`src/rtl/ulms_defines.svh`:
```
// Register offsets, field positions, reset values and tick counts of the serial port.
// Assumes inclusion by bare name from any file that needs them.
`ifndef ULMS_DEFINES_SVH
`define ULMS_DEFINES_SVH
`define ULMS_A_DATA 3'h0
`define ULMS_A_IEN 3'h1
`define ULMS_A_FIFO 3'h2
`define ULMS_A_FMT 3'h3
`define ULMS_A_MODEM 3'h4
`define ULMS_A_STAT 3'h5
`define ULMS_A_MSTAT 3'h6
`define ULMS_FMT_RST 8'h00
`define ULMS_MODEM_RST 8'h00
`define ULMS_IEN_RST 4'h0
`define ULMS_DIV_RST 16'h0001
`define ULMS_F_STOP 2
`define ULMS_F_PEN 3
`define ULMS_F_EPS 4
`define ULMS_F_STICK 5
`define ULMS_F_BRK 6
`define ULMS_F_DIVISOR_LATCH_SELECT 7
`define ULMS_M_DTR 0
`define ULMS_M_RTS 1
`define ULMS_M_USER_OUTPUT_FLAG 2
`define ULMS_M_GATE 3
`define ULMS_M_LOOP 4
`define ULMS_IE_RDA 0
`define ULMS_IE_THR 1
`define ULMS_IE_LSI 2
`define ULMS_T_HALF 5'h07
`define ULMS_T_BIT 5'h0f
`define ULMS_T_STOP1 5'h0f
`define ULMS_T_STOP15 5'h17
`define ULMS_T_STOP2 5'h1f
`endif

```
`src/rtl/ulms_pkg.sv`:
```
// Types shared by the serial-port line, modem and status logic.
// Assumes nothing of its surroundings.
package ulms_pkg;
  typedef struct packed {
    logic bi;
    logic fe;
    logic pe;
    logic [7:0] data;
  } ulms_rx_char_t;
  typedef enum logic [2:0] {R_IDLE, R_START, R_DATA, R_PAR, R_STOP, R_BRK} ulms_rx_st_t;
  typedef enum logic [2:0] {T_IDLE, T_START, T_DATA, T_PAR, T_STOP} ulms_tx_st_t;
endpackage

```
`src/rtl/ulms_top.sv`:
```
// Serial port line format, modem control and line status, with receive FIFO.
// Assumes a synchronous CPU strobe bus and pin inputs synchronous to mclk.
// Function
// - Format bits 1:0 choose five to eight data bits.
// - Bit 2 gives 1.5 or 2 stop bits; receiver checks only the first.
// - Bit 3 enables parity, placed after data, before stop.
// - Bit 4 selects even parity, clear selects odd.
// - Bit 5 sticks parity to the inverse of bit 4.
// - Bit 6 forces serial output low until cleared, except in loopback.
// - Bit 7 steers offsets 0 and 1 to the divisor latches.
// - Modem bits 0 and 1 drive inverted ready and send-request pins.
// - Modem bit 2 is a pinless flag; bits 7:5 read zero.
// - Modem bit 3 enables the interrupt output, else it floats.
// - Loopback holds output at mark, loops shift data, parks modem pins high.
// - Loopback routes modem outputs onto the modem status inputs.
// - Data ready sets on a stored character, clears when all read.
// - Overrun sets at once when no room; FIFO mode drops the new character, else it replaces the unread one.
// - Parity error is tagged per character, shown at head, cleared on read.
// - Framing error on a zero stop bit, tagged, cleared on read.
// - After framing error the low level is taken as the next start.
// - Break when the line stays low a whole character, cleared on read.
// - Break stores one zero character; line must idle half a bit.
// - Any of status bits 1 to 4 raises the line status interrupt.
// - Holding empty sets on transfer, clears on write; all-empty when idle.
// - Status bit 7 flags errors in the FIFO, zero outside FIFO mode.
// - FIFO control bit 0 selects FIFO mode; clearing it empties the FIFO.
// - Interrupt-enable bit 2 gates the line status interrupt.
`timescale 1ns/100ps
`include "ulms_defines.svh"

module ulms_fifo #(
  parameter int W = 8,
  parameter int D = 4
) (
  input wire logic clk,
  input wire logic rst_n,
  input wire logic flush,
  input wire logic in_valid,
  output logic in_ready,
  input wire logic [W-1:0] in_data,
  output logic out_valid,
  input wire logic out_ready,
  output logic [W-1:0] out_data
);
  localparam int AW = $clog2(D);
  logic [W-1:0] mem [D];
  logic [AW-1:0] wp_q;
  logic [AW-1:0] rp_q;
  logic [AW:0] cnt_q;
  logic push;
  logic pop;
  assign in_ready = (cnt_q != (AW+1)'(D));
  assign out_valid = (cnt_q != '0);
  assign out_data = mem[rp_q];
  assign push = in_valid & in_ready;
  assign pop = out_valid & out_ready;
  always_ff @(posedge clk or negedge rst_n)
  begin
    if (!rst_n)
    begin
      wp_q <= '0;
      rp_q <= '0;
      cnt_q <= '0;
    end
    else if (flush)
    begin
      wp_q <= '0;
      rp_q <= '0;
      cnt_q <= '0;
    end
    else
    begin
      if (push)
        wp_q <= (wp_q == AW'(D-1)) ? '0 : wp_q + 1'b1;
      if (pop)
        rp_q <= (rp_q == AW'(D-1)) ? '0 : rp_q + 1'b1;
      cnt_q <= cnt_q + (AW+1)'(push) - (AW+1)'(pop);
    end
  end
  always_ff @(posedge clk)
  begin
    if (push)
      mem[wp_q] <= in_data;
  end
endmodule // ulms_fifo

module ulms_top
  import ulms_pkg::*;
(
  input wire logic mclk,
  input wire logic rst_b,
  input wire logic [2:0] addr,
  input wire logic [7:0] wdata,
  input wire logic wr_en,
  input wire logic rd_en,
  output logic [7:0] rdata,
  input wire logic rxd,
  input wire logic clear_to_send_in_n,
  input wire logic set_ready_in_n,
  input wire logic call_alert_in_n,
  input wire logic carrier_detect_in_n,
  output logic txd,
  output logic terminal_ready_out_n,
  output logic send_request_out_n,
  output logic irq_out,
  output logic irq_oe_n
);

  // ---------------------------------------------------------------
  // Reset release and register bus
  // ---------------------------------------------------------------
  logic rst_s1_q;
  logic rst_n;

  always_ff @(posedge mclk or negedge rst_b)
  begin
    if (!rst_b)
    begin
      rst_s1_q <= 1'b0;
      rst_n <= 1'b0;
    end
    else
    begin
      rst_s1_q <= 1'b1;
      rst_n <= rst_s1_q;
    end
  end

  logic [7:0] fmt_q;
  logic [7:0] mdm_q;
  logic [3:0] ien_q;
  logic [15:0] div_q;
  logic fifo_mode_q;
  logic divisor_latch_select;
  logic loop;
  logic wr_thr;
  logic wr_div;
  logic rd_rbr;
  logic rd_lsr;
  logic fifo_flush;
  assign divisor_latch_select = fmt_q[`ULMS_F_DIVISOR_LATCH_SELECT];
  assign loop = mdm_q[`ULMS_M_LOOP];
  assign wr_thr = wr_en & (addr == `ULMS_A_DATA) & ~divisor_latch_select;
  assign rd_rbr = rd_en & (addr == `ULMS_A_DATA) & ~divisor_latch_select;
  assign wr_div = wr_en & ~addr[2] & ~addr[1] & divisor_latch_select;
  assign rd_lsr = rd_en & (addr == `ULMS_A_STAT);
  assign fifo_flush = wr_en & (addr == `ULMS_A_FIFO) & (~wdata[0] | wdata[1]);

  always_ff @(posedge mclk or negedge rst_n)
  begin
    if (!rst_n)
    begin
      fmt_q <= `ULMS_FMT_RST;
      mdm_q <= `ULMS_MODEM_RST;
      ien_q <= `ULMS_IEN_RST;
      div_q <= `ULMS_DIV_RST;
      fifo_mode_q <= 1'b0;
    end
    else if (wr_en)
    begin
      case (addr)
        `ULMS_A_DATA:
          if (divisor_latch_select)
            div_q[7:0] <= wdata;
        `ULMS_A_IEN:
          if (divisor_latch_select)
            div_q[15:8] <= wdata;
          else
            ien_q <= wdata[3:0];
        `ULMS_A_FIFO: fifo_mode_q <= wdata[0];
        `ULMS_A_FMT: fmt_q <= wdata;
        `ULMS_A_MODEM: mdm_q <= {3'h0, wdata[4:0]};
        default: ;
      endcase
    end
  end

  // ---------------------------------------------------------------
  // Sixteen-times baud tick
  // ---------------------------------------------------------------
  // A zero divisor runs at the same rate as one, so the port never stalls.
  // A latch write loads the value being written, so no long count of the old one follows.
  logic [15:0] bcnt_q;
  logic tick_q;
  logic [15:0] div_new;
  assign div_new = addr[0] ? {wdata, div_q[7:0]} : {div_q[15:8], wdata};
  always_ff @(posedge mclk or negedge rst_n)
  begin
    if (!rst_n)
    begin
      bcnt_q <= `ULMS_DIV_RST;
      tick_q <= 1'b0;
    end
    else
    begin
      tick_q <= (bcnt_q <= `ULMS_DIV_RST) & ~wr_div;
      if (wr_div)
        bcnt_q <= div_new;
      else if (bcnt_q <= `ULMS_DIV_RST)
        bcnt_q <= div_q;
      else
        bcnt_q <= bcnt_q - 16'h0001;
    end
  end

  // ---------------------------------------------------------------
  // Transmitter
  // ---------------------------------------------------------------
  ulms_tx_st_t tst_q;
  logic [7:0] hold_q;
  logic hold_full_q;
  logic [7:0] tsr_q;
  logic [4:0] tcnt_q;
  logic [2:0] tbit_q;
  logic tline_q;
  logic xfer;
  logic [4:0] stop_end;
  logic [2:0] last_idx;
  logic tpar;
  assign last_idx = {1'b1, fmt_q[1:0]};
  assign xfer = (tst_q == T_IDLE) & hold_full_q;
  always_comb
  begin
    if (!fmt_q[`ULMS_F_STOP])
      stop_end = `ULMS_T_STOP1;
    else if (fmt_q[1:0] == 2'h0)
      stop_end = `ULMS_T_STOP15;
    else
      stop_end = `ULMS_T_STOP2;
  end
  // Data bits above the width are zero in the shift register, so a full xor is safe.
  assign tpar = fmt_q[`ULMS_F_STICK] ? ~fmt_q[`ULMS_F_EPS]
    : (^tsr_q) ^ ~fmt_q[`ULMS_F_EPS];

  always_ff @(posedge mclk or negedge rst_n)
  begin
    if (!rst_n)
    begin
      hold_q <= 8'h00;
      hold_full_q <= 1'b0;
    end
    else
    begin
      if (wr_thr)
        hold_q <= wdata;
      hold_full_q <= wr_thr | (hold_full_q & ~xfer);
    end
  end

  always_ff @(posedge mclk or negedge rst_n)
  begin
    if (!rst_n)
    begin
      tst_q <= T_IDLE;
      tsr_q <= 8'h00;
      tcnt_q <= 5'h00;
      tbit_q <= 3'h0;
      tline_q <= 1'b1;
    end
    else
    begin
      case (tst_q)
        T_IDLE:
          if (xfer)
          begin
            tsr_q <= hold_q & ~(8'hff << {1'b0, last_idx} << 1);
            tcnt_q <= 5'h00;
            tst_q <= T_START;
          end
        T_START:
        begin
          tline_q <= 1'b0;
          if (tick_q)
          begin
            tcnt_q <= tcnt_q + 5'h01;
            if (tcnt_q == `ULMS_T_BIT)
            begin
              tcnt_q <= 5'h00;
              tbit_q <= 3'h0;
              tst_q <= T_DATA;
            end
          end
        end
        T_DATA:
        begin
          tline_q <= tsr_q[tbit_q];
          if (tick_q)
          begin
            tcnt_q <= tcnt_q + 5'h01;
            if (tcnt_q == `ULMS_T_BIT)
            begin
              tcnt_q <= 5'h00;
              tbit_q <= tbit_q + 3'h1;
              if (tbit_q == last_idx)
                tst_q <= fmt_q[`ULMS_F_PEN] ? T_PAR : T_STOP;
            end
          end
        end
        T_PAR:
        begin
          tline_q <= tpar;
          if (tick_q)
          begin
            tcnt_q <= tcnt_q + 5'h01;
            if (tcnt_q == `ULMS_T_BIT)
            begin
              tcnt_q <= 5'h00;
              tst_q <= T_STOP;
            end
          end
        end
        T_STOP:
        begin
          tline_q <= 1'b1;
          if (tick_q)
          begin
            tcnt_q <= tcnt_q + 5'h01;
            if (tcnt_q == stop_end)
            begin
              tcnt_q <= 5'h00;
              tst_q <= T_IDLE;
            end
          end
        end
        default: tst_q <= T_IDLE;
      endcase
    end
  end

  // ---------------------------------------------------------------
  // Receiver
  // ---------------------------------------------------------------
  ulms_rx_st_t rst_q;
  logic rxs;
  logic [7:0] rsr_q;
  logic [4:0] rcnt_q;
  logic [2:0] rbit_q;
  logic rpar_q;
  logic rzero_q;
  logic rx_push_q;
  ulms_rx_char_t rx_char_q;
  logic rxr_pe;
  assign rxs = loop ? tline_q : rxd;
  assign rxr_pe = fmt_q[`ULMS_F_STICK] ? (rpar_q != ~fmt_q[`ULMS_F_EPS])
    : ((^rsr_q) ^ rpar_q ^ ~fmt_q[`ULMS_F_EPS]);

  always_ff @(posedge mclk or negedge rst_n)
  begin
    if (!rst_n)
    begin
      rst_q <= R_IDLE;
      rsr_q <= 8'h00;
      rcnt_q <= 5'h00;
      rbit_q <= 3'h0;
      rpar_q <= 1'b0;
      rzero_q <= 1'b1;
      rx_push_q <= 1'b0;
      rx_char_q <= '0;
    end
    else
    begin
      rx_push_q <= 1'b0;
      if (tick_q)
      begin
        rcnt_q <= rcnt_q + 5'h01;
        case (rst_q)
          R_IDLE:
          begin
            rcnt_q <= 5'h00;
            if (!rxs)
              rst_q <= R_START;
          end
          R_START:
            if (rcnt_q == `ULMS_T_HALF)
            begin
              rcnt_q <= 5'h00;
              rbit_q <= 3'h0;
              rsr_q <= 8'h00;
              rpar_q <= 1'b0;
              rzero_q <= 1'b1;
              rst_q <= rxs ? R_IDLE : R_DATA;
            end
          R_DATA:
            if (rcnt_q == `ULMS_T_BIT)
            begin
              rcnt_q <= 5'h00;
              rsr_q[rbit_q] <= rxs;
              rzero_q <= rzero_q & ~rxs;
              rbit_q <= rbit_q + 3'h1;
              if (rbit_q == last_idx)
                rst_q <= fmt_q[`ULMS_F_PEN] ? R_PAR : R_STOP;
            end
          R_PAR:
            if (rcnt_q == `ULMS_T_BIT)
            begin
              rcnt_q <= 5'h00;
              rpar_q <= rxs;
              rzero_q <= rzero_q & ~rxs;
              rst_q <= R_STOP;
            end
          R_STOP:
            // Only the first stop bit is looked at; further ones read as idle.
            if (rcnt_q == `ULMS_T_BIT)
            begin
              rcnt_q <= 5'h00;
              rx_push_q <= 1'b1;
              rx_char_q.data <= rsr_q;
              rx_char_q.pe <= fmt_q[`ULMS_F_PEN] & rxr_pe & ~(rzero_q & ~rxs);
              rx_char_q.fe <= ~rxs;
              rx_char_q.bi <= rzero_q & ~rxs;
              if (rxs)
                rst_q <= R_IDLE;
              else if (rzero_q)
              begin
                rx_char_q.data <= 8'h00;
                rst_q <= R_BRK;
              end
              else
                rst_q <= R_START;
            end
          R_BRK:
            if (!rxs)
              rcnt_q <= 5'h00;
            else if (rcnt_q == `ULMS_T_HALF)
              rst_q <= R_IDLE;
          default: rst_q <= R_IDLE;
        endcase
      end
    end
  end

  // ---------------------------------------------------------------
  // Receive FIFO and line status
  // ---------------------------------------------------------------
  ulms_rx_char_t head;
  logic head_valid;
  logic in_ready;
  logic can_push;
  logic head_seen_q;
  logic [2:0] err_cnt_q;
  logic st_oe_q;
  logic st_pe_q;
  logic st_fe_q;
  logic st_bi_q;
  logic head_new;
  logic push_err;
  logic pop_err;
  logic overrun;
  logic rx_pop;
  // Outside FIFO mode the FIFO acts as a single holding buffer: a new character pops
  // the unread one in the same cycle and takes its place.
  assign overrun = rx_push_q & (fifo_mode_q ? ~in_ready : (head_valid & ~rd_rbr));
  assign can_push = fifo_mode_q ? in_ready : 1'b1;
  assign rx_pop = rd_rbr | (overrun & ~fifo_mode_q);
  assign head_new = head_valid & ~head_seen_q & ~rx_pop;
  assign push_err = rx_push_q & can_push & (rx_char_q.pe | rx_char_q.fe | rx_char_q.bi);
  assign pop_err = rx_pop & head_valid & (head.pe | head.fe | head.bi);

  ulms_fifo #(.W($bits(ulms_rx_char_t)), .D(4)) u_rx_fifo (
    .clk(mclk),
    .rst_n(rst_n),
    .flush(fifo_flush),
    .in_valid(rx_push_q & can_push),
    .in_ready(in_ready),
    .in_data(rx_char_q),
    .out_valid(head_valid),
    .out_ready(rx_pop),
    .out_data(head)
  );

  always_ff @(posedge mclk or negedge rst_n)
  begin
    if (!rst_n)
    begin
      head_seen_q <= 1'b0;
      err_cnt_q <= 3'h0;
    end
    else if (fifo_flush)
    begin
      head_seen_q <= 1'b0;
      err_cnt_q <= 3'h0;
    end
    else
    begin
      head_seen_q <= (head_seen_q | head_new) & ~rx_pop;
      err_cnt_q <= err_cnt_q + 3'(push_err) - 3'(pop_err);
    end
  end

  // A new event in the cycle of a status read survives the read.
  always_ff @(posedge mclk or negedge rst_n)
  begin
    if (!rst_n)
    begin
      st_oe_q <= 1'b0;
      st_pe_q <= 1'b0;
      st_fe_q <= 1'b0;
      st_bi_q <= 1'b0;
    end
    else
    begin
      st_oe_q <= overrun | (st_oe_q & ~rd_lsr);
      st_pe_q <= (head_new & head.pe) | (st_pe_q & ~rd_lsr);
      st_fe_q <= (head_new & head.fe) | (st_fe_q & ~rd_lsr);
      st_bi_q <= (head_new & head.bi) | (st_bi_q & ~rd_lsr);
    end
  end

  logic [7:0] lsr_val;
  logic [7:0] msr_val;
  logic tx_holding_empty;
  assign tx_holding_empty = ~hold_full_q;
  assign lsr_val = {fifo_mode_q & (err_cnt_q != 3'h0), tx_holding_empty & (tst_q == T_IDLE), tx_holding_empty,
    st_bi_q, st_fe_q, st_pe_q, st_oe_q, head_valid};
  assign msr_val = loop
    ? {mdm_q[`ULMS_M_GATE], mdm_q[`ULMS_M_USER_OUTPUT_FLAG], mdm_q[`ULMS_M_DTR], mdm_q[`ULMS_M_RTS], 4'h0}
    : {~carrier_detect_in_n, ~call_alert_in_n, ~set_ready_in_n, ~clear_to_send_in_n, 4'h0};

  // ---------------------------------------------------------------
  // Outputs
  // ---------------------------------------------------------------
  always_ff @(posedge mclk or negedge rst_n)
  begin
    if (!rst_n)
      rdata <= 8'h00;
    else if (rd_en)
    begin
      case (addr)
        `ULMS_A_DATA: rdata <= divisor_latch_select ? div_q[7:0] : head.data;
        `ULMS_A_IEN: rdata <= divisor_latch_select ? div_q[15:8] : {4'h0, ien_q};
        `ULMS_A_FIFO: rdata <= {fifo_mode_q, fifo_mode_q, 5'h00, ~irq_out};
        `ULMS_A_FMT: rdata <= fmt_q;
        `ULMS_A_MODEM: rdata <= mdm_q;
        `ULMS_A_STAT: rdata <= lsr_val;
        `ULMS_A_MSTAT: rdata <= msr_val;
        default: rdata <= 8'h00;
      endcase
    end
  end

  always_ff @(posedge mclk or negedge rst_n)
  begin
    if (!rst_n)
    begin
      txd <= 1'b1;
      terminal_ready_out_n <= 1'b1;
      send_request_out_n <= 1'b1;
    end
    else
    begin
      txd <= loop | (tline_q & ~fmt_q[`ULMS_F_BRK]);
      terminal_ready_out_n <= loop | ~mdm_q[`ULMS_M_DTR];
      send_request_out_n <= loop | ~mdm_q[`ULMS_M_RTS];
    end
  end

  always_ff @(posedge mclk or negedge rst_n)
  begin
    if (!rst_n)
    begin
      irq_out <= 1'b0;
      irq_oe_n <= 1'b1;
    end
    else
    begin
      irq_out <= (ien_q[`ULMS_IE_LSI] & (st_oe_q | st_pe_q | st_fe_q | st_bi_q))
        | (ien_q[`ULMS_IE_RDA] & head_valid) | (ien_q[`ULMS_IE_THR] & tx_holding_empty);
      irq_oe_n <= ~mdm_q[`ULMS_M_GATE];
    end
  end
endmodule // ulms_top

```
`config.mk`:
```
export PLATFORM = sky130hd
export DESIGN_NAME = ulms_top
export DESIGN_NICKNAME = d
export VERILOG_FILES = /design/src/rtl/ulms_pkg.sv /design/src/rtl/ulms_top.sv
export VERILOG_INCLUDE_DIRS = /design/src /design/src/rtl
export SDC_FILE = /design/constraint.sdc
export NUM_CORES = 1
export LEC_CHECK = 0
export BUFFER_PORTS_ARGS = -buffer_cell sky130_fd_sc_hd__clkbuf_2
export CORE_ASPECT_RATIO = 1.5
export CORE_UTILIZATION = 62
export DETAILED_ROUTE_END_ITERATION = 6
export PLACE_DENSITY = 0.77
export SYNTH_ARGS = -nofsm -noshare
export SYNTH_HDL_FRONTEND = slang
export SYNTH_HIERARCHICAL = 1
export SYNTH_SLANG_ARGS = --single-unit
```
`constraint.sdc`:
```
create_clock -name mclk -period 5.6 [get_ports mclk]
set_input_delay 0.28 -clock mclk [delete_from_list [all_inputs] [get_ports mclk]]
set_output_delay 0.28 -clock mclk [all_outputs]
set_load 0.05 [all_outputs]
```
# Yosys cells after proc, flatten, opt, wreduce, memory -nomap -nowiden
# Memories as Yosys holds them, arrays and structs flattened.
# Index checks and enable logic that the tools add are counted.
# word_totals
elab_cells	316
ff_bits	143
latchBits	0
mem_count	1
rom_bits	0
output_inout_bits	13
input_bits	20
mem_bits_rw	44
# op_classes
n_div	0
muxes	86
reduce_logical	35
n_eq_ne	45
add_sub_neg	11
mul	0
shift	1
bitwise	90
n_lt_le_gt_ge	4
# mem_list
name	depth	word_bits	rd	rd_clocked_by_memory_dff	wr	line	rtl
u_rx_fifo.mem	4	11	1	0	1	ulms_top.sv:46	logic [W-1:0] mem [D];
# ops
op	n
$mux W3	28
$mux W8	7
$pmux W8 S7	1
$mux W16	3
$mux W5	9
$and A1 B1 Y1	40
$ne A2 B2 Y1 const B	18
$not A1 Y1	25
$or A1 B1 Y1	20
$pmux W5 S4	1
$eq A3 B2 Y1 const B	6
$eq A3 B3 Y1 const B	6
$pmux W3 S6	1
$mux W1	17
$le A16 B1 Y1 const B	1
$pmux W8 S2	1
$reduce_and A4 Y1	4
$reduce_xor A8 Y1	2
$sub A16 B1 Y16 const B	1
$pmux W3 S5	1
$pmux W5 S3	1
$mux W2	7
$pmux W3 S2	2
$reduce_and A3 Y1	4
other kinds (38)	66

# Longest topological paths before layout
# depth
ltp_word	14
depth_mapped	13
ltp_nobuf	12

# Hierarchy
# The synthesis kept the hierarchy.
# modules_own_cells
module	area_each_um2	seq_area_each_um2	cells_each	instances
ulms_top	7245.7	3413.3	735	1
ulms_fifo	2060.7	1496.4	103	1

# Worst setup path after synthesis
# No wires, ideal clock.
# synth_timing
kind	register to register
from	register u_rx_fifo.rp_q[0]
to	register err_cnt_q[2]
path_stages_with_launch	12
path_buffers	1
required_time_ns	5.469
period_less_slack_ns	2.864
path_slack_ns	2.736
arrival_time_ns	2.733
setup_time_ns	0.131
cell_sequence	dfrtp_1 buf_4 mux4_2 o311a_1 ha_1 inv_1 ha_1 inv_1 fa_1 xor2_1 xnor2_1 nor2_1
# synth_lines
element	line	rtl
start, declared	ulms_top.sv:48	logic [AW-1:0] rp_q;
start signal, assigned	ulms_top.sv:76	rp_q <= (rp_q == AW'(D-1)) ? '0 : rp_q + 1'b1;
end signal, assigned	ulms_top.sv:486	err_cnt_q <= err_cnt_q + 3'(push_err) - 3'(pop_err);
end, declared	ulms_top.sv:440	logic [2:0] err_cnt_q;

==> results_dict.tcl <==
set metrics [dict create \
    layout_setup_ws_ns 2.36 \
    regArea_sq_um 4910 \
    area_delta_synth_final_pct 9.30 \
    wl_per_cell_um 20.1 \
    synth-edff-count 44 \
    rr_endpoint "err_cnt_q[2]$_DFF_PN0_" \
    dr.pass1.iters 5 \
    ys_seq_area_frac 0.528 \
    drc_errors 0 \
    synth.ff_latch_count 187 \
    synth_top_cells_by_area "dfrtp_1 36%, edfxtp_1 14%, mux2_2 5.0%" \
    hold_end "div_q[13]$_DFFE_PN0P_" \
    rr_startpoint "u_rx_fifo/rp_q[0]$_DFFE_PN0P_" \
    vias 6631 \
    hold_violations 0 \
    clock_latency_ns 0.44 \
    grt_max_degree 91 \
    synth.top_cell.area_share 0.363 \
    grt_pass1_vias 6711 \
    core_sq_um 14600 \
    mappedNetlistArea_sq_um 9310 \
    nNetsFinal 892 \
    synth-adder-area-share 0.0309 \
    end_kind "register" \
    grt_pass1_wl_mm 34.3 \
    hp-start "wdata[5]" \
    postRouteAntennaNets 0 \
    yosysWarnings 6 \
    drive_above_1_share 0.169 \
    path_clk_slew_ns 0.07 \
    min_path_type "input pin to register" \
    htreeDepth 4 \
    async_flop_share 0.765 \
    timing.final.crit_share 0.578 \
    die_h_um 152 \
    pre_cts_ws_ns 2.34 \
    yosysTopAreaCell "dfrtp_1" \
    die-width_um 102 \
    synth.distinct_cells 76 \
    slew_headroom 0.228 \
    yosys-mux-area-fraction 0.0994 \
    tns_ns 0 \
    clock_skew_ns 0.00922 \
    synth_xor_area_frac 0.0367 \
    synth_flop_cell "dfrtp_1" \
    synth_top_family_by_area "simple AND/OR/NAND/NOR gates" \
    cp-start-kind "register" \
    synth_compound_area_frac 0.123 \
    initial_core_util 0.638 \
    multi_input_area_sq_um 4080 \
    netlist_top_cells_count "135 x dfrtp_1, 110 x nand2_1, 45 x o21ai_0" \
    cts_tree "done" \
    clockRootBuffer "clkbuf_16" \
    synth.most_common_cell "dfrtp_1" \
    drt-total-wl_mm 21.3 \
    fill_cells 1096 \
    syn_avg_cell_area_sq_um 11.1 \
    grt_overflow 0 \
    port_buffers 32 \
    clk_path_buf_depth 2 \
    r2r_setup_slack_ns 2.36 \
    crit_fanout 14 \
    status "completed" \
    slew_violations 0 \
    netlist_instances 838 \
    cts_setup_buffers 0 \
    setup_violations 0 \
    hold_depth 3 \
    maxCapViolations 0 \
    worst_slew_pin_slew_ns 1.16 \
    timing.hold.ws_ns 0.101 \
    dieArea_sq_um 15500 \
    irDropWorstVdd_mv 0.405 \
    dpl.hpwl_mm 14.9 \
    post_cts_resized 0 \
    cp_data_required_time_ns 5.88 \
    antenna_found_initial 0 \
    fmax_mhz 309 \
    numCtsBuffers 17 \
    cts_sinks 187 \
    gp_congestion 0.870 \
    yosys.area_share.simple 0.149 \
    drt-initial-drc-count 436 \
    leakage_nw 4.41 \
    diodes 0 \
    fin_crit_ns 3.24 \
    syn_nets 879 \
    path_class "register to register" \
    vias_per_cell 6.26 \
    critical_path_arrival_ns 3.52 \
    rsz0062_at_grt "no" \
    grt_use_total 0.296 \
    io_pins 33 \
    rr_worst_depth 10 \
    cellPowerDensity_nw_per_um2 376 \
    rows 54 \
]
-- worst max path at each step --
stage / start / end / slack (ns) / cells after the start
floorplan: rst_n$_DFF_PN0_ / bcnt_q[10]$_DFF_PN0_ / 1.33 / 0
global placement: u_rx_fifo/rp_q[0]$_DFFE_PN0P_ / err_cnt_q[2]$_DFF_PN0_ / 2.41 / 10
detailed placement: u_rx_fifo/rp_q[0]$_DFFE_PN0P_ / err_cnt_q[2]$_DFF_PN0_ / 2.34 / 10
CTS: u_rx_fifo/rp_q[0]$_DFFE_PN0P_ / err_cnt_q[2]$_DFF_PN0_ / 2.31 / 10
global route: u_rx_fifo/rp_q[0]$_DFFE_PN0P_ / err_cnt_q[2]$_DFF_PN0_ / 2.15 / 10
finish: u_rx_fifo/rp_q[0]$_DFFE_PN0P_ / err_cnt_q[2]$_DFF_PN0_ / 2.36 / 10
-- metal layers --
metal,vias to the layer above,global-route usage,wire [um]
li1,3065,-,-
met1,3290,0.358,8140
met2,222,0.508,11300
met3,54,0.0451,1080
met4,0,0.144,823
met5,-,0,0
-- logic make-up after synthesis --
group           count (synthesis)
compound gates                166
xor+xnor                       39
fa+ha+maj                      22
buf+inv                        77
flops                         187
mux                            71
other cells                     1
simple gates                  275
-- critical path, cell delays in order (launching register included) --
cell	delay, ns
dfrtp_1	0.83
mux4_2	0.62
o311a_1	0.36
ha_1	0.29
inv_1	0.05
ha_1	0.13
inv_1	0.04
fa_1	0.37
xor2_1	0.17
xnor2_1	0.14
nor2_1	0.06
-- sequential cells by signal (all words and copies together) (netlist names), 4 cells and up --
signal / cells
hold_q: 8
tcnt_q: 5
mdm_q: 5
tsr_q: 8
ien_q: 4
div_q: 16
fmt_q: 8
rcnt_q: 5
bcnt_q: 16
rdata: 8
rsr_q: 8
u_rx_fifo/mem: 44
rx_char_q: 11
-- report_power, final --
part | internal [mW] | switching [mW]
sequential | 1.58 | 0.261
clock | 0.690 | 0.548
combinational | 0.353 | 0.392
total | 2.62 | 1.20
-- cell usage in the layout (no fill, tap or decap), drive strengths merged, types with 23 or more instances in the layout --
cell,n
nor2,39
xnor2,29
dfrtp,135
clkbuf,52
edfxtp,44
nand3,23
inv,43
a21oi,23
o21ai,48
nand2,111
mux2,41
-- cell type report --
class                           count  share of cell area
Tap cell                          196              0.0241
Inverter                           37              0.0137
Multi-Input combinational cell    574               0.401
Timing Repair Buffer               34              0.0175
Clock inverter                     12              0.0122
Clock buffer                       20              0.0481
Sequential cell                   187               0.483
-- through the flow --
step,total power [mW],utilization,instance area (sq um),instances
floorplan,2.38,-,9310,838
global placement,2.56,0.654,9550,1027
detailed placement,2.60,0.654,9550,1027
CTS,3.84,0.697,10200,1060
global route,3.99,0.697,10200,1060
finish,3.83,0.697,10200,1060
-- repair_timing --
action,4_1_cts,5_1_grt
hold buffers,1,0
setup endpoints to repair,0,0
endpoints found under the hold margin,2,0
Note: power is estimated with default switching activity, not from simulation.
